==> src/logic/rgb_dim_consts.svh <==
// Constants for the three-channel LED command decoder and dimming engine
`ifndef RGB_DIM_CONSTS_SVH
`define RGB_DIM_CONSTS_SVH

// ************************************************************
// Bus framing
// ************************************************************
`define DEV_ADDR_WR     8'h72
`define SEL_MSB         7
`define SEL_LSB         5
`define PAY_MSB         4
`define PAY_LSB         0
`define BITS_PER_BYTE   4'h8

// ************************************************************
// Timing
// ************************************************************
`define CLK_HZ          20000000
`define TICK_HZ         1000000
`define TICK_DIV        (`CLK_HZ / `TICK_HZ)
`define STEP_UNIT_MS    8
`define STEP_UNIT_TICKS (`STEP_UNIT_MS * (`TICK_HZ / 1000))
`define PWM_PRESC       15

// ************************************************************
// Codes and reset values
// ************************************************************
`define DUTY_FULL       5'h1F
`define CODE_MAX        5'h1F
`define CODE_TOP_SHARED 5'h1E
`define CODE_RST        5'h00
`define DUTY_RST        5'h00
`define TARGET_RST      5'h00
`define TIME_RST        5'h00

`endif

==> src/logic/rgb_dim_pkg.sv <==
// Types shared by the LED command decoder files
package rgb_dim_pkg;

  typedef enum logic [5:0]
  {
    ST_IDLE  = 6'h01,
    ST_ADDR  = 6'h02,
    ST_ACK_A = 6'h04,
    ST_DATA  = 6'h08,
    ST_ACK_D = 6'h10,
    ST_SKIP  = 6'h20
  } rx_state_t;

  typedef enum logic [2:0]
  {
    SEL_SHUTDOWN = 3'h0,
    SEL_PEAK     = 3'h1,
    SEL_DUTY1    = 3'h2,
    SEL_DUTY2    = 3'h3,
    SEL_DUTY3    = 3'h4,
    SEL_UP_TGT   = 3'h5,
    SEL_DN_TGT   = 3'h6,
    SEL_TIME_RUN = 3'h7
  } sel_t;

endpackage : rgb_dim_pkg

==> src/logic/rgb_duty_mod.sv <==
// One duty-cycle modulator channel
`timescale 1ns/10ps
`include "rgb_dim_consts.svh"

module rgb_duty_mod
(
  input  wire logic       i_clk_sys,
  input  wire logic       i_resetn,
  input  wire logic [4:0] i_duty,
  input  wire logic [4:0] i_phase,
  output logic            o_on
);

  // ************************************************************
  // Modulator
  // ************************************************************
  always_ff @(posedge i_clk_sys)
  begin
    if (!i_resetn)
      o_on <= 1'b0;
    else
      o_on <= (i_duty == `DUTY_FULL) || (i_phase < i_duty);
  end
endmodule : rgb_duty_mod

==> src/logic/rgb_dim_core.sv <==
// Write-only two-wire target, command decoder and gradual dimming engine
// Summary of operation
// - Answer only to 7-bit address 0x39; other addresses are ignored.
// - Only write frames accepted; first byte 0x72, reads not acknowledged.
// - A frame is address plus exactly one command byte; extra bytes ignored.
// - Command bits 7..5 select the function, bits 4..0 are payload.
// - Selector 000 shuts down: all LED current zero, payload ignored.
// - Selector 001 sets common peak step, weights 16..1, no dimming.
// - Selectors 010, 011, 100 load duty for outputs one, two, three.
// - Selectors 101 and 110 store upward and downward dimming targets.
// - Selector 111 stores time per step in 8 ms units and starts dimming.
// - Run length is step time times step count, by repeated timing.
// - Step n gives current proportional to 1/(31-n); 30 and 31 equal.
// - Step code zero forces output current to zero.
// - Pump off above 5.7 V, back on below 4.4 V, no latch.
// - Without dimming, a step write takes effect at its acknowledge.
// - Step count is absolute difference of present and target step.
// - Dimming starts when the triggering byte is acknowledged.
// - Duty 0 is off, 1F fully on, else 32-step on/off ratio.
`timescale 1ns/10ps
`include "rgb_dim_consts.svh"

module rgb_dim_core
#(
  parameter int P_UNIT_TICKS = `STEP_UNIT_TICKS
)
(
  input  wire logic       i_clk_sys,
  input  wire logic       i_resetn,
  input  wire logic       i_scl,
  input  wire logic       i_sda,
  output logic            o_sda,
  output logic            o_sda_oe,
  input  wire logic       i_ov_above,
  input  wire logic       i_ov_below,
  output logic            o_pump_en,
  output logic [2:0]      o_led_on,
  output logic [4:0]      o_current_code,
  output logic [4:0]      o_mirror_div,
  output logic            o_dim_busy
);

  localparam logic [4:0]  TICK_LAST  = 5'(`TICK_DIV - 1);
  localparam logic [3:0]  PRESC_LAST = 4'(`PWM_PRESC - 1);
  localparam logic [12:0] UNIT_LAST  = 13'(P_UNIT_TICKS - 1);

  // Divisor of the current mirror; zero means no current
  function automatic logic [4:0] mirror_div(input logic [4:0] code);
    if (code == `CODE_RST)
      mirror_div = 5'h00;
    else if (code >= `CODE_TOP_SHARED)
      mirror_div = 5'h01;
    else
      mirror_div = 5'h1F - code;
  endfunction : mirror_div

  // ************************************************************
  // Pin synchronisers
  // ************************************************************
  logic [2:0] scl_q;
  logic [2:0] sda_q;
  logic [1:0] ova_q;
  logic [1:0] ovb_q;

  always_ff @(posedge i_clk_sys)
  begin
    if (!i_resetn)
    begin
      scl_q <= 3'h7;
      sda_q <= 3'h7;
      ova_q <= 2'h0;
      ovb_q <= 2'h0;
    end
    else
    begin
      scl_q <= {scl_q[1:0], i_scl};
      sda_q <= {sda_q[1:0], i_sda};
      ova_q <= {ova_q[0], i_ov_above};
      ovb_q <= {ovb_q[0], i_ov_below};
    end
  end

  logic scl_rise;
  logic scl_fall;
  logic start_cond;
  logic stop_cond;

  assign scl_rise   = scl_q[1] & ~scl_q[2];
  assign scl_fall   = ~scl_q[1] & scl_q[2];
  assign start_cond = scl_q[1] & scl_q[2] & sda_q[2] & ~sda_q[1];
  assign stop_cond  = scl_q[1] & scl_q[2] & ~sda_q[2] & sda_q[1];

  // ************************************************************
  // Receiver state machine
  // ************************************************************
  rgb_dim_pkg::rx_state_t state_q;
  logic [3:0]             bit_cnt_q;
  logic [7:0]             shift_q;
  logic [7:0]             cmd_q;
  logic                   cmd_stb_q;
  logic                   sda_oe_q;
  logic                   byte_done;
  logic                   addr_hit;

  assign byte_done = scl_fall && (bit_cnt_q == `BITS_PER_BYTE);
  assign addr_hit  = (shift_q == `DEV_ADDR_WR);

  always_ff @(posedge i_clk_sys)
  begin
    if (!i_resetn)
    begin
      state_q   <= rgb_dim_pkg::ST_IDLE;
      bit_cnt_q <= 4'h0;
      shift_q   <= 8'h00;
      sda_oe_q  <= 1'b0;
    end
    else if (stop_cond)
    begin
      state_q  <= rgb_dim_pkg::ST_IDLE;
      sda_oe_q <= 1'b0;
    end
    else if (start_cond)
    begin
      state_q   <= rgb_dim_pkg::ST_ADDR;
      bit_cnt_q <= 4'h0;
      sda_oe_q  <= 1'b0;
    end
    else
    begin
      if (scl_rise && (state_q == rgb_dim_pkg::ST_ADDR || state_q == rgb_dim_pkg::ST_DATA))
      begin
        shift_q   <= {shift_q[6:0], sda_q[1]};
        bit_cnt_q <= bit_cnt_q + 4'h1;
      end
      case (state_q)
        rgb_dim_pkg::ST_IDLE:
          state_q <= rgb_dim_pkg::ST_IDLE;
        rgb_dim_pkg::ST_ADDR:
          if (byte_done)
          begin
            // Reads and foreign addresses get no acknowledge
            state_q  <= addr_hit ? rgb_dim_pkg::ST_ACK_A : rgb_dim_pkg::ST_SKIP;
            sda_oe_q <= addr_hit;
          end
        rgb_dim_pkg::ST_ACK_A:
          if (scl_fall)
          begin
            state_q   <= rgb_dim_pkg::ST_DATA;
            sda_oe_q  <= 1'b0;
            bit_cnt_q <= 4'h0;
          end
        rgb_dim_pkg::ST_DATA:
          if (byte_done)
          begin
            state_q  <= rgb_dim_pkg::ST_ACK_D;
            sda_oe_q <= 1'b1;
          end
        rgb_dim_pkg::ST_ACK_D:
          if (scl_fall)
          begin
            state_q  <= rgb_dim_pkg::ST_SKIP;
            sda_oe_q <= 1'b0;
          end
        rgb_dim_pkg::ST_SKIP:
          state_q <= rgb_dim_pkg::ST_SKIP;
        default:
        begin
          state_q  <= rgb_dim_pkg::ST_IDLE;
          sda_oe_q <= 1'b0;
        end
      endcase
    end
  end

  // Command fires on the clock edge on which the master samples our acknowledge
  always_ff @(posedge i_clk_sys)
  begin
    if (!i_resetn)
    begin
      cmd_q     <= 8'h00;
      cmd_stb_q <= 1'b0;
    end
    else
    begin
      cmd_stb_q <= scl_rise && (state_q == rgb_dim_pkg::ST_ACK_D);
      if (byte_done && state_q == rgb_dim_pkg::ST_DATA)
        cmd_q <= shift_q;
    end
  end

  rgb_dim_pkg::sel_t sel;
  logic [4:0]        payload;

  assign sel     = rgb_dim_pkg::sel_t'(cmd_q[`SEL_MSB:`SEL_LSB]);
  assign payload = cmd_q[`PAY_MSB:`PAY_LSB];

  // ************************************************************
  // Configuration registers
  // ************************************************************
  logic [4:0] duty_q [3];
  logic [4:0] up_tgt_q;
  logic [4:0] dn_tgt_q;
  logic       dir_up_q;
  logic [4:0] time_q;

  always_ff @(posedge i_clk_sys)
  begin
    if (!i_resetn)
    begin
      duty_q[0] <= `DUTY_RST;
      duty_q[1] <= `DUTY_RST;
      duty_q[2] <= `DUTY_RST;
    end
    else if (cmd_stb_q)
    begin
      if (sel == rgb_dim_pkg::SEL_DUTY1)
        duty_q[0] <= payload;
      if (sel == rgb_dim_pkg::SEL_DUTY2)
        duty_q[1] <= payload;
      if (sel == rgb_dim_pkg::SEL_DUTY3)
        duty_q[2] <= payload;
    end
  end

  // Last target written picks the direction of the next run
  always_ff @(posedge i_clk_sys)
  begin
    if (!i_resetn)
    begin
      up_tgt_q <= `TARGET_RST;
      dn_tgt_q <= `TARGET_RST;
      dir_up_q <= 1'b1;
      time_q   <= `TIME_RST;
    end
    else if (cmd_stb_q)
    begin
      if (sel == rgb_dim_pkg::SEL_UP_TGT)
      begin
        up_tgt_q <= payload;
        dir_up_q <= 1'b1;
      end
      if (sel == rgb_dim_pkg::SEL_DN_TGT)
      begin
        dn_tgt_q <= payload;
        dir_up_q <= 1'b0;
      end
      if (sel == rgb_dim_pkg::SEL_TIME_RUN)
        time_q <= payload;
    end
  end

  // ************************************************************
  // Timebase and step timing
  // ************************************************************
  logic [4:0]  tick_cnt_q;
  logic        tick;
  logic [12:0] unit_cnt_q;
  logic [4:0]  mult_cnt_q;
  logic        run_q;
  logic        step_due;
  logic        run_cmd;

  assign tick     = (tick_cnt_q == TICK_LAST);
  assign run_cmd  = cmd_stb_q && (sel == rgb_dim_pkg::SEL_TIME_RUN);
  // Zero time still advances once per 8 ms unit rather than stalling
  assign step_due = run_q && tick && (unit_cnt_q == UNIT_LAST) &&
                    (({1'b0, mult_cnt_q} + 6'h01) >= {1'b0, time_q});

  always_ff @(posedge i_clk_sys)
  begin
    if (!i_resetn)
      tick_cnt_q <= 5'h00;
    else
      tick_cnt_q <= tick ? 5'h00 : tick_cnt_q + 5'h01;
  end

  // Restarting the unit count makes every run start with a full step
  always_ff @(posedge i_clk_sys)
  begin
    if (!i_resetn || run_cmd || !run_q)
    begin
      unit_cnt_q <= 13'h0000;
      mult_cnt_q <= 5'h00;
    end
    else if (tick)
    begin
      if (unit_cnt_q == UNIT_LAST)
      begin
        unit_cnt_q <= 13'h0000;
        mult_cnt_q <= step_due ? 5'h00 : mult_cnt_q + 5'h01;
      end
      else
        unit_cnt_q <= unit_cnt_q + 13'h0001;
    end
  end

  // ************************************************************
  // Present step position and dimming run
  // ************************************************************
  logic [4:0] cur_q;
  logic [4:0] rem_q;
  logic [4:0] tgt;
  logic [4:0] diff;

  assign tgt  = dir_up_q ? up_tgt_q : dn_tgt_q;
  assign diff = (cur_q > tgt) ? cur_q - tgt : tgt - cur_q;

  always_ff @(posedge i_clk_sys)
  begin
    if (!i_resetn)
    begin
      cur_q <= `CODE_RST;
      rem_q <= 5'h00;
      run_q <= 1'b0;
    end
    else if (cmd_stb_q && sel == rgb_dim_pkg::SEL_SHUTDOWN)
    begin
      cur_q <= `CODE_RST;
      run_q <= 1'b0;
      rem_q <= 5'h00;
    end
    else if (cmd_stb_q && sel == rgb_dim_pkg::SEL_PEAK)
    begin
      cur_q <= payload;
      run_q <= 1'b0;
      rem_q <= 5'h00;
    end
    else if (run_cmd)
    begin
      rem_q <= diff;
      run_q <= (diff != 5'h00);
    end
    else if (step_due)
    begin
      cur_q <= (cur_q < tgt) ? cur_q + 5'h01 : cur_q - 5'h01;
      rem_q <= rem_q - 5'h01;
      run_q <= (rem_q != 5'h01);
    end
  end

  // ************************************************************
  // Duty modulation
  // ************************************************************
  logic [3:0] presc_q;
  logic [4:0] phase_q;

  // 1 MHz / (15 * 32) gives a frame near 2.1 kHz
  always_ff @(posedge i_clk_sys)
  begin
    if (!i_resetn)
    begin
      presc_q <= 4'h0;
      phase_q <= 5'h00;
    end
    else if (tick)
    begin
      presc_q <= (presc_q == PRESC_LAST) ? 4'h0 : presc_q + 4'h1;
      if (presc_q == PRESC_LAST)
        phase_q <= phase_q + 5'h01;
    end
  end

  genvar g;
  generate
    for (g = 0; g < 3; g++)
    begin : g_duty
      rgb_duty_mod u_mod
      (
        .i_clk_sys (i_clk_sys),
        .i_resetn  (i_resetn),
        .i_duty    (duty_q[g]),
        .i_phase   (phase_q),
        .o_on      (o_led_on[g])
      );
    end
  endgenerate

  // ************************************************************
  // Outputs and pump gating
  // ************************************************************
  always_ff @(posedge i_clk_sys)
  begin
    if (!i_resetn)
    begin
      o_sda          <= 1'b0;
      o_current_code <= `CODE_RST;
      o_mirror_div   <= 5'h00;
      o_dim_busy     <= 1'b0;
    end
    else
    begin
      o_sda          <= 1'b0;
      o_current_code <= cur_q;
      o_mirror_div   <= mirror_div(cur_q);
      o_dim_busy     <= run_q;
    end
  end

  assign o_sda_oe = sda_oe_q;

  // Between the thresholds the pump keeps its previous state
  always_ff @(posedge i_clk_sys)
  begin
    if (!i_resetn)
      o_pump_en <= 1'b1;
    else if (ova_q[1])
      o_pump_en <= 1'b0;
    else if (ovb_q[1])
      o_pump_en <= 1'b1;
  end
endmodule : rgb_dim_core

==> config.mk <==
export PLATFORM = sky130hd
export DESIGN_NAME = rgb_dim_core
export DESIGN_NICKNAME = d
export VERILOG_FILES = /design/src/logic/rgb_dim_pkg.sv /design/src/logic/rgb_duty_mod.sv /design/src/logic/rgb_dim_core.sv
export VERILOG_INCLUDE_DIRS = /design/src /design/src/logic
export SDC_FILE = /design/constraint.sdc
export NUM_CORES = 1
export LEC_CHECK = 0
export BUFFER_PORTS_ARGS = -buffer_cell sky130_fd_sc_hd__buf_2
export CORE_AREA = 8 8 143 145
export CTS_BUF_LIST = sky130_fd_sc_hd__clkbuf_8
export CTS_CLUSTER_DIAMETER = 120
export DETAILED_ROUTE_END_ITERATION = 6
export DIE_AREA = 0 0 151 153
export PLACE_DENSITY = 0.46
export RECOVER_POWER = 50
export SYNTH_ARGS = -nofsm -noshare
export SYNTH_HDL_FRONTEND = slang
export SYNTH_SLANG_ARGS = --single-unit
==> constraint.sdc <==
create_clock -name i_clk_sys -period 4.1 [get_ports i_clk_sys]
set_clock_uncertainty 0.05 [all_clocks]
set_input_delay 0.615 -clock i_clk_sys [delete_from_list [all_inputs] [get_ports i_clk_sys]]
set_output_delay 0.615 -clock i_clk_sys [all_outputs]
set_load 0.02 [all_outputs]
==> run metrics <==
die area=23100 um2; GR Overflow Total=0; post-synthesis cell type count=61; Worst setup EP type=flop; Syn Inst Count=671; ranking of synthesized cells by area=dfxtp_1 36%, ha_1 7.4%, edfxtp_1 7.2%; Post-synth EDFFs=15; Post-Syn Area=6220 um2; via/cell ratio=4.86; global-route wire length before repair=22500 um; total internal power=2.08 mW; Max FO, Critical Path=6; Max Slew Vio Count=0; final setup fails=0; RD Place Congestion=0.854; Seq pwr share=0.484; R2R Setup Slk=610 ps; overall die width=151 um; Synth top area share=0.361; Arr. time, crit path=3810 ps; fmax=286 MHz; n_diodes=0; Ports=23; Most used DFF post-synth=dfxtp_1; Chip Height=153 um; Crit path largest cell delay=500 ps; FF-to-FF path depth=15; Hold Path Class=in2reg; sw frac=0.214; CTS tree=done; yosys synthesis warning count=0; post-DP HPWL=8990 um; initial antenna violation count=0; crit-path most repeated cell=inv_1; Sum Neg Setup Slack=0 ps; drt wl/cell=13.7 um; slowest CP cell=dfxtp_1; TritonCTS Buffers=17; Post-CTS Resized=0; PwrDens=382 nW/um2; Period minus WS final=3490 ps; worst vdd ir=0.214 mV; DRT antenna net count=0; Crit path buffers/inverters=3; fillers=1842; hold path start=i_sda; combinational share of power=0.022; CP cell instances=mux2i_1 > inv_1 > ha_1 > nor2b_1 > o2111ai_1 > nand3_1 > inv_1 > fa_1 > inv_1 > a21o_1 > a21oi_1 > xnor2_1 > xnor2_1 > mux2i_1 > a211oi_1; Critical Path RT=4410 ps; crit share post-route=0.852; Seq cells post-synth=127; FF-to-FF Start=dir_up_q; Clock power frac=0.494; Least-Margin Pin Slew=762 ps; Final Hold Vio Count=0; RSZ-0062 raised after global routing=no; # nets final=730; final core utilization=0.380; Starting Density=0.340; Post-Synthesis Net Count=717; Vias=4522; family with the most delay on the worst path=compound AO/OA/AOI/OAI gates; Post-synth ARST share=0; Routed WL=12800 um; Max-cap violations=0; core area=18300 um2; Lkg Pwr=2.71 nW; element type at the critical path start=flop; worst-skew pair later-pin latency=440 ps; vias in the first global route=4617; Hold Crit Depth=2; ratio of cells with drive above 1 in the final layout=0.0674; Critical Path Source=dir_up_q; postcts setup bufs=0; Non-Filler Instances=931; status=completed; row cnt=50; DRT Pass-1 Iters=4; Max clock buf depth=2; NetSw=0.568 mW; gr usage total=0.120; Post-CTS Hold Buffers=0; number of DRC markers in iteration 0=254; critical path class=reg2reg; # port buffers=21; H-Tree Depth=4; Synth area leader=dfxtp_1; largest net degree at the start of global routing=80; Reg clk slew, reported paths=80 ps; residual DRC count=0; headroom to the max-slew limit=0.488; area growth from synthesis to layout=11.6%; clk sinks=127; register area share after synthesis=0.433; critical path depth in cells=15; Avg Cell Area, Syn=9.26 um2; dpl cells=899; root buf cell=clkbuf_8
[path summary, 6_finish.rpt]
check	to
max	cur_q[4]
min	sda_q[0]
max reg2reg	cur_q[4]
min reg2reg	sda_q[1]
[area by class of cell]
cell class	count	area (um2)	share of cell area
Sequential cell	127	2690	0.388
Timing Repair Buffer	24	106	0.0153
Clock inverter	15	241	0.0348
Tap cell	234	293	0.0422
Multi-Input combinational cell	474	3220	0.464
Clock buffer	17	234	0.0337
Inverter	40	150	0.0216
[through the flow]
step	area, um2	worst slack (ps)	hold slack (ps)	power, mW
3_3_place_gp	6480	818	343	1.37
6_report	6940	606	306	2.65
4_1_cts	6960	620	272	2.69
5_1_grt	6940	257	283	2.75
3_5_place_dp	6480	659	346	1.37
2_1_floorplan	6220	933	336	1.36
[logic make-up (layout without fill, tap and decap cells)]
group	after synthesis	count (layout)	synth area share
DFF	127	127	0.433
and+or+nand+nor	256	256	0.220
adders and majority gates	40	40	0.0841
muxes	34	34	0.0548
AOI/OAI and AO/OA	109	109	0.111
xor gates and xnor gates	34	34	0.0479
buffers and inverters	70	96	0.0485
other	1	1	0.000603
[worst reg2reg max path: stages, from the launching register on]
cell	delay [ps]
dfxtp_1	500
mux2i_1	450
inv_1	150
ha_1	330
nor2b_1	150
o2111ai_1	220
nand3_1	210
inv_1	160
fa_1	230
inv_1	60
a21o_1	150
a21oi_1	180
xnor2_1	150
xnor2_1	130
mux2i_1	80
a211oi_1	200
[per-layer routing]
metal	GRT usage	vias up	part of all wire
li1	-	2319	-
met1	0.142	2134	0.46
met2	0.204	51	0.49
met3	0.0316	18	0.031
met4	0.0396	0	0.012
met5	0	-	0
[cell usage after synthesis (3+ instances only)]
master	instances
dfxtp_1	112
a31oi_1	4
nor2_1	54
nand4b_1	4
inv_1	40
or4_1	3
a21o_1	5
xor2_1	18
nor2b_1	32
edfxtp_1	15
a21oi_1	30
and3_1	6
nand2b_1	17
nand4_1	16
nand2_1	57
ha_1	37
fa_1	3
clkbuf_1	17
a22oi_1	3
a211oi_1	5
xnor2_1	16
nor3b_1	6
a21boi_0	13
buf_4	7
buf_2	4
and2_1	23
mux2i_1	34
o21a_1	8
nand3_1	19
nor3_1	6
o21ai_0	25
[power by group through the flow]
stage               Sequential, mW  Clock, mW  Combinational [mW]
finish                        1.28       1.31              0.0588
global route                  1.28       1.40              0.0678
CTS                           1.28       1.35              0.0612
detailed placement            1.31          0              0.0610
global placement              1.31          0              0.0596
floorplan                     1.31          0              0.0483
[cell usage in the layout (no fill, tap or decap), types with 4 or more instances in the layout]
master,netlist,final
dfxtp_1,112,112
nand2_1,57,57
nor2_1,54,54
inv_1,40,40
ha_1,37,37
mux2i_1,34,34
nor2b_1,32,32
a21oi_1,30,30
o21ai_0,25,25
nand3_1,19,19
xor2_1,18,18
and2_1,23,17
nand2b_1,17,17
clkbuf_8,0,17
clkbuf_1,17,17
xnor2_1,16,16
nand4_1,16,16
edfxtp_1,15,15
a21boi_0,13,13
o21a_1,8,8
and2_0,0,6
nor3_1,6,6
nor3b_1,6,6
and3_1,6,6
bufinv_16,0,6
a21o_1,5,5
a211oi_1,5,5
nand4b_1,4,4
a31oi_1,4,4
buf_2,4,4
[flip-flops by register name, indices dropped and copies added, names as in the netlist, 2 cells and up]
register           count
ovb_q                  2
state_q                6
time_q                 5
cmd_q                  8
unit_cnt_q            13
cur_q                  5
tick_cnt_q             5
bit_cnt_q              4
phase_q                5
sda_q                  3
dn_tgt_q               5
o_current_code         5
o_mirror_div           5
presc_q                4
mult_cnt_q             5
g_duty.u_mod.o_on      3
duty_q                15
shift_q                8
rem_q                  5
ova_q                  2
scl_q                  3
up_tgt_q               5
Note: power is estimated with default switching activity, not from simulation.
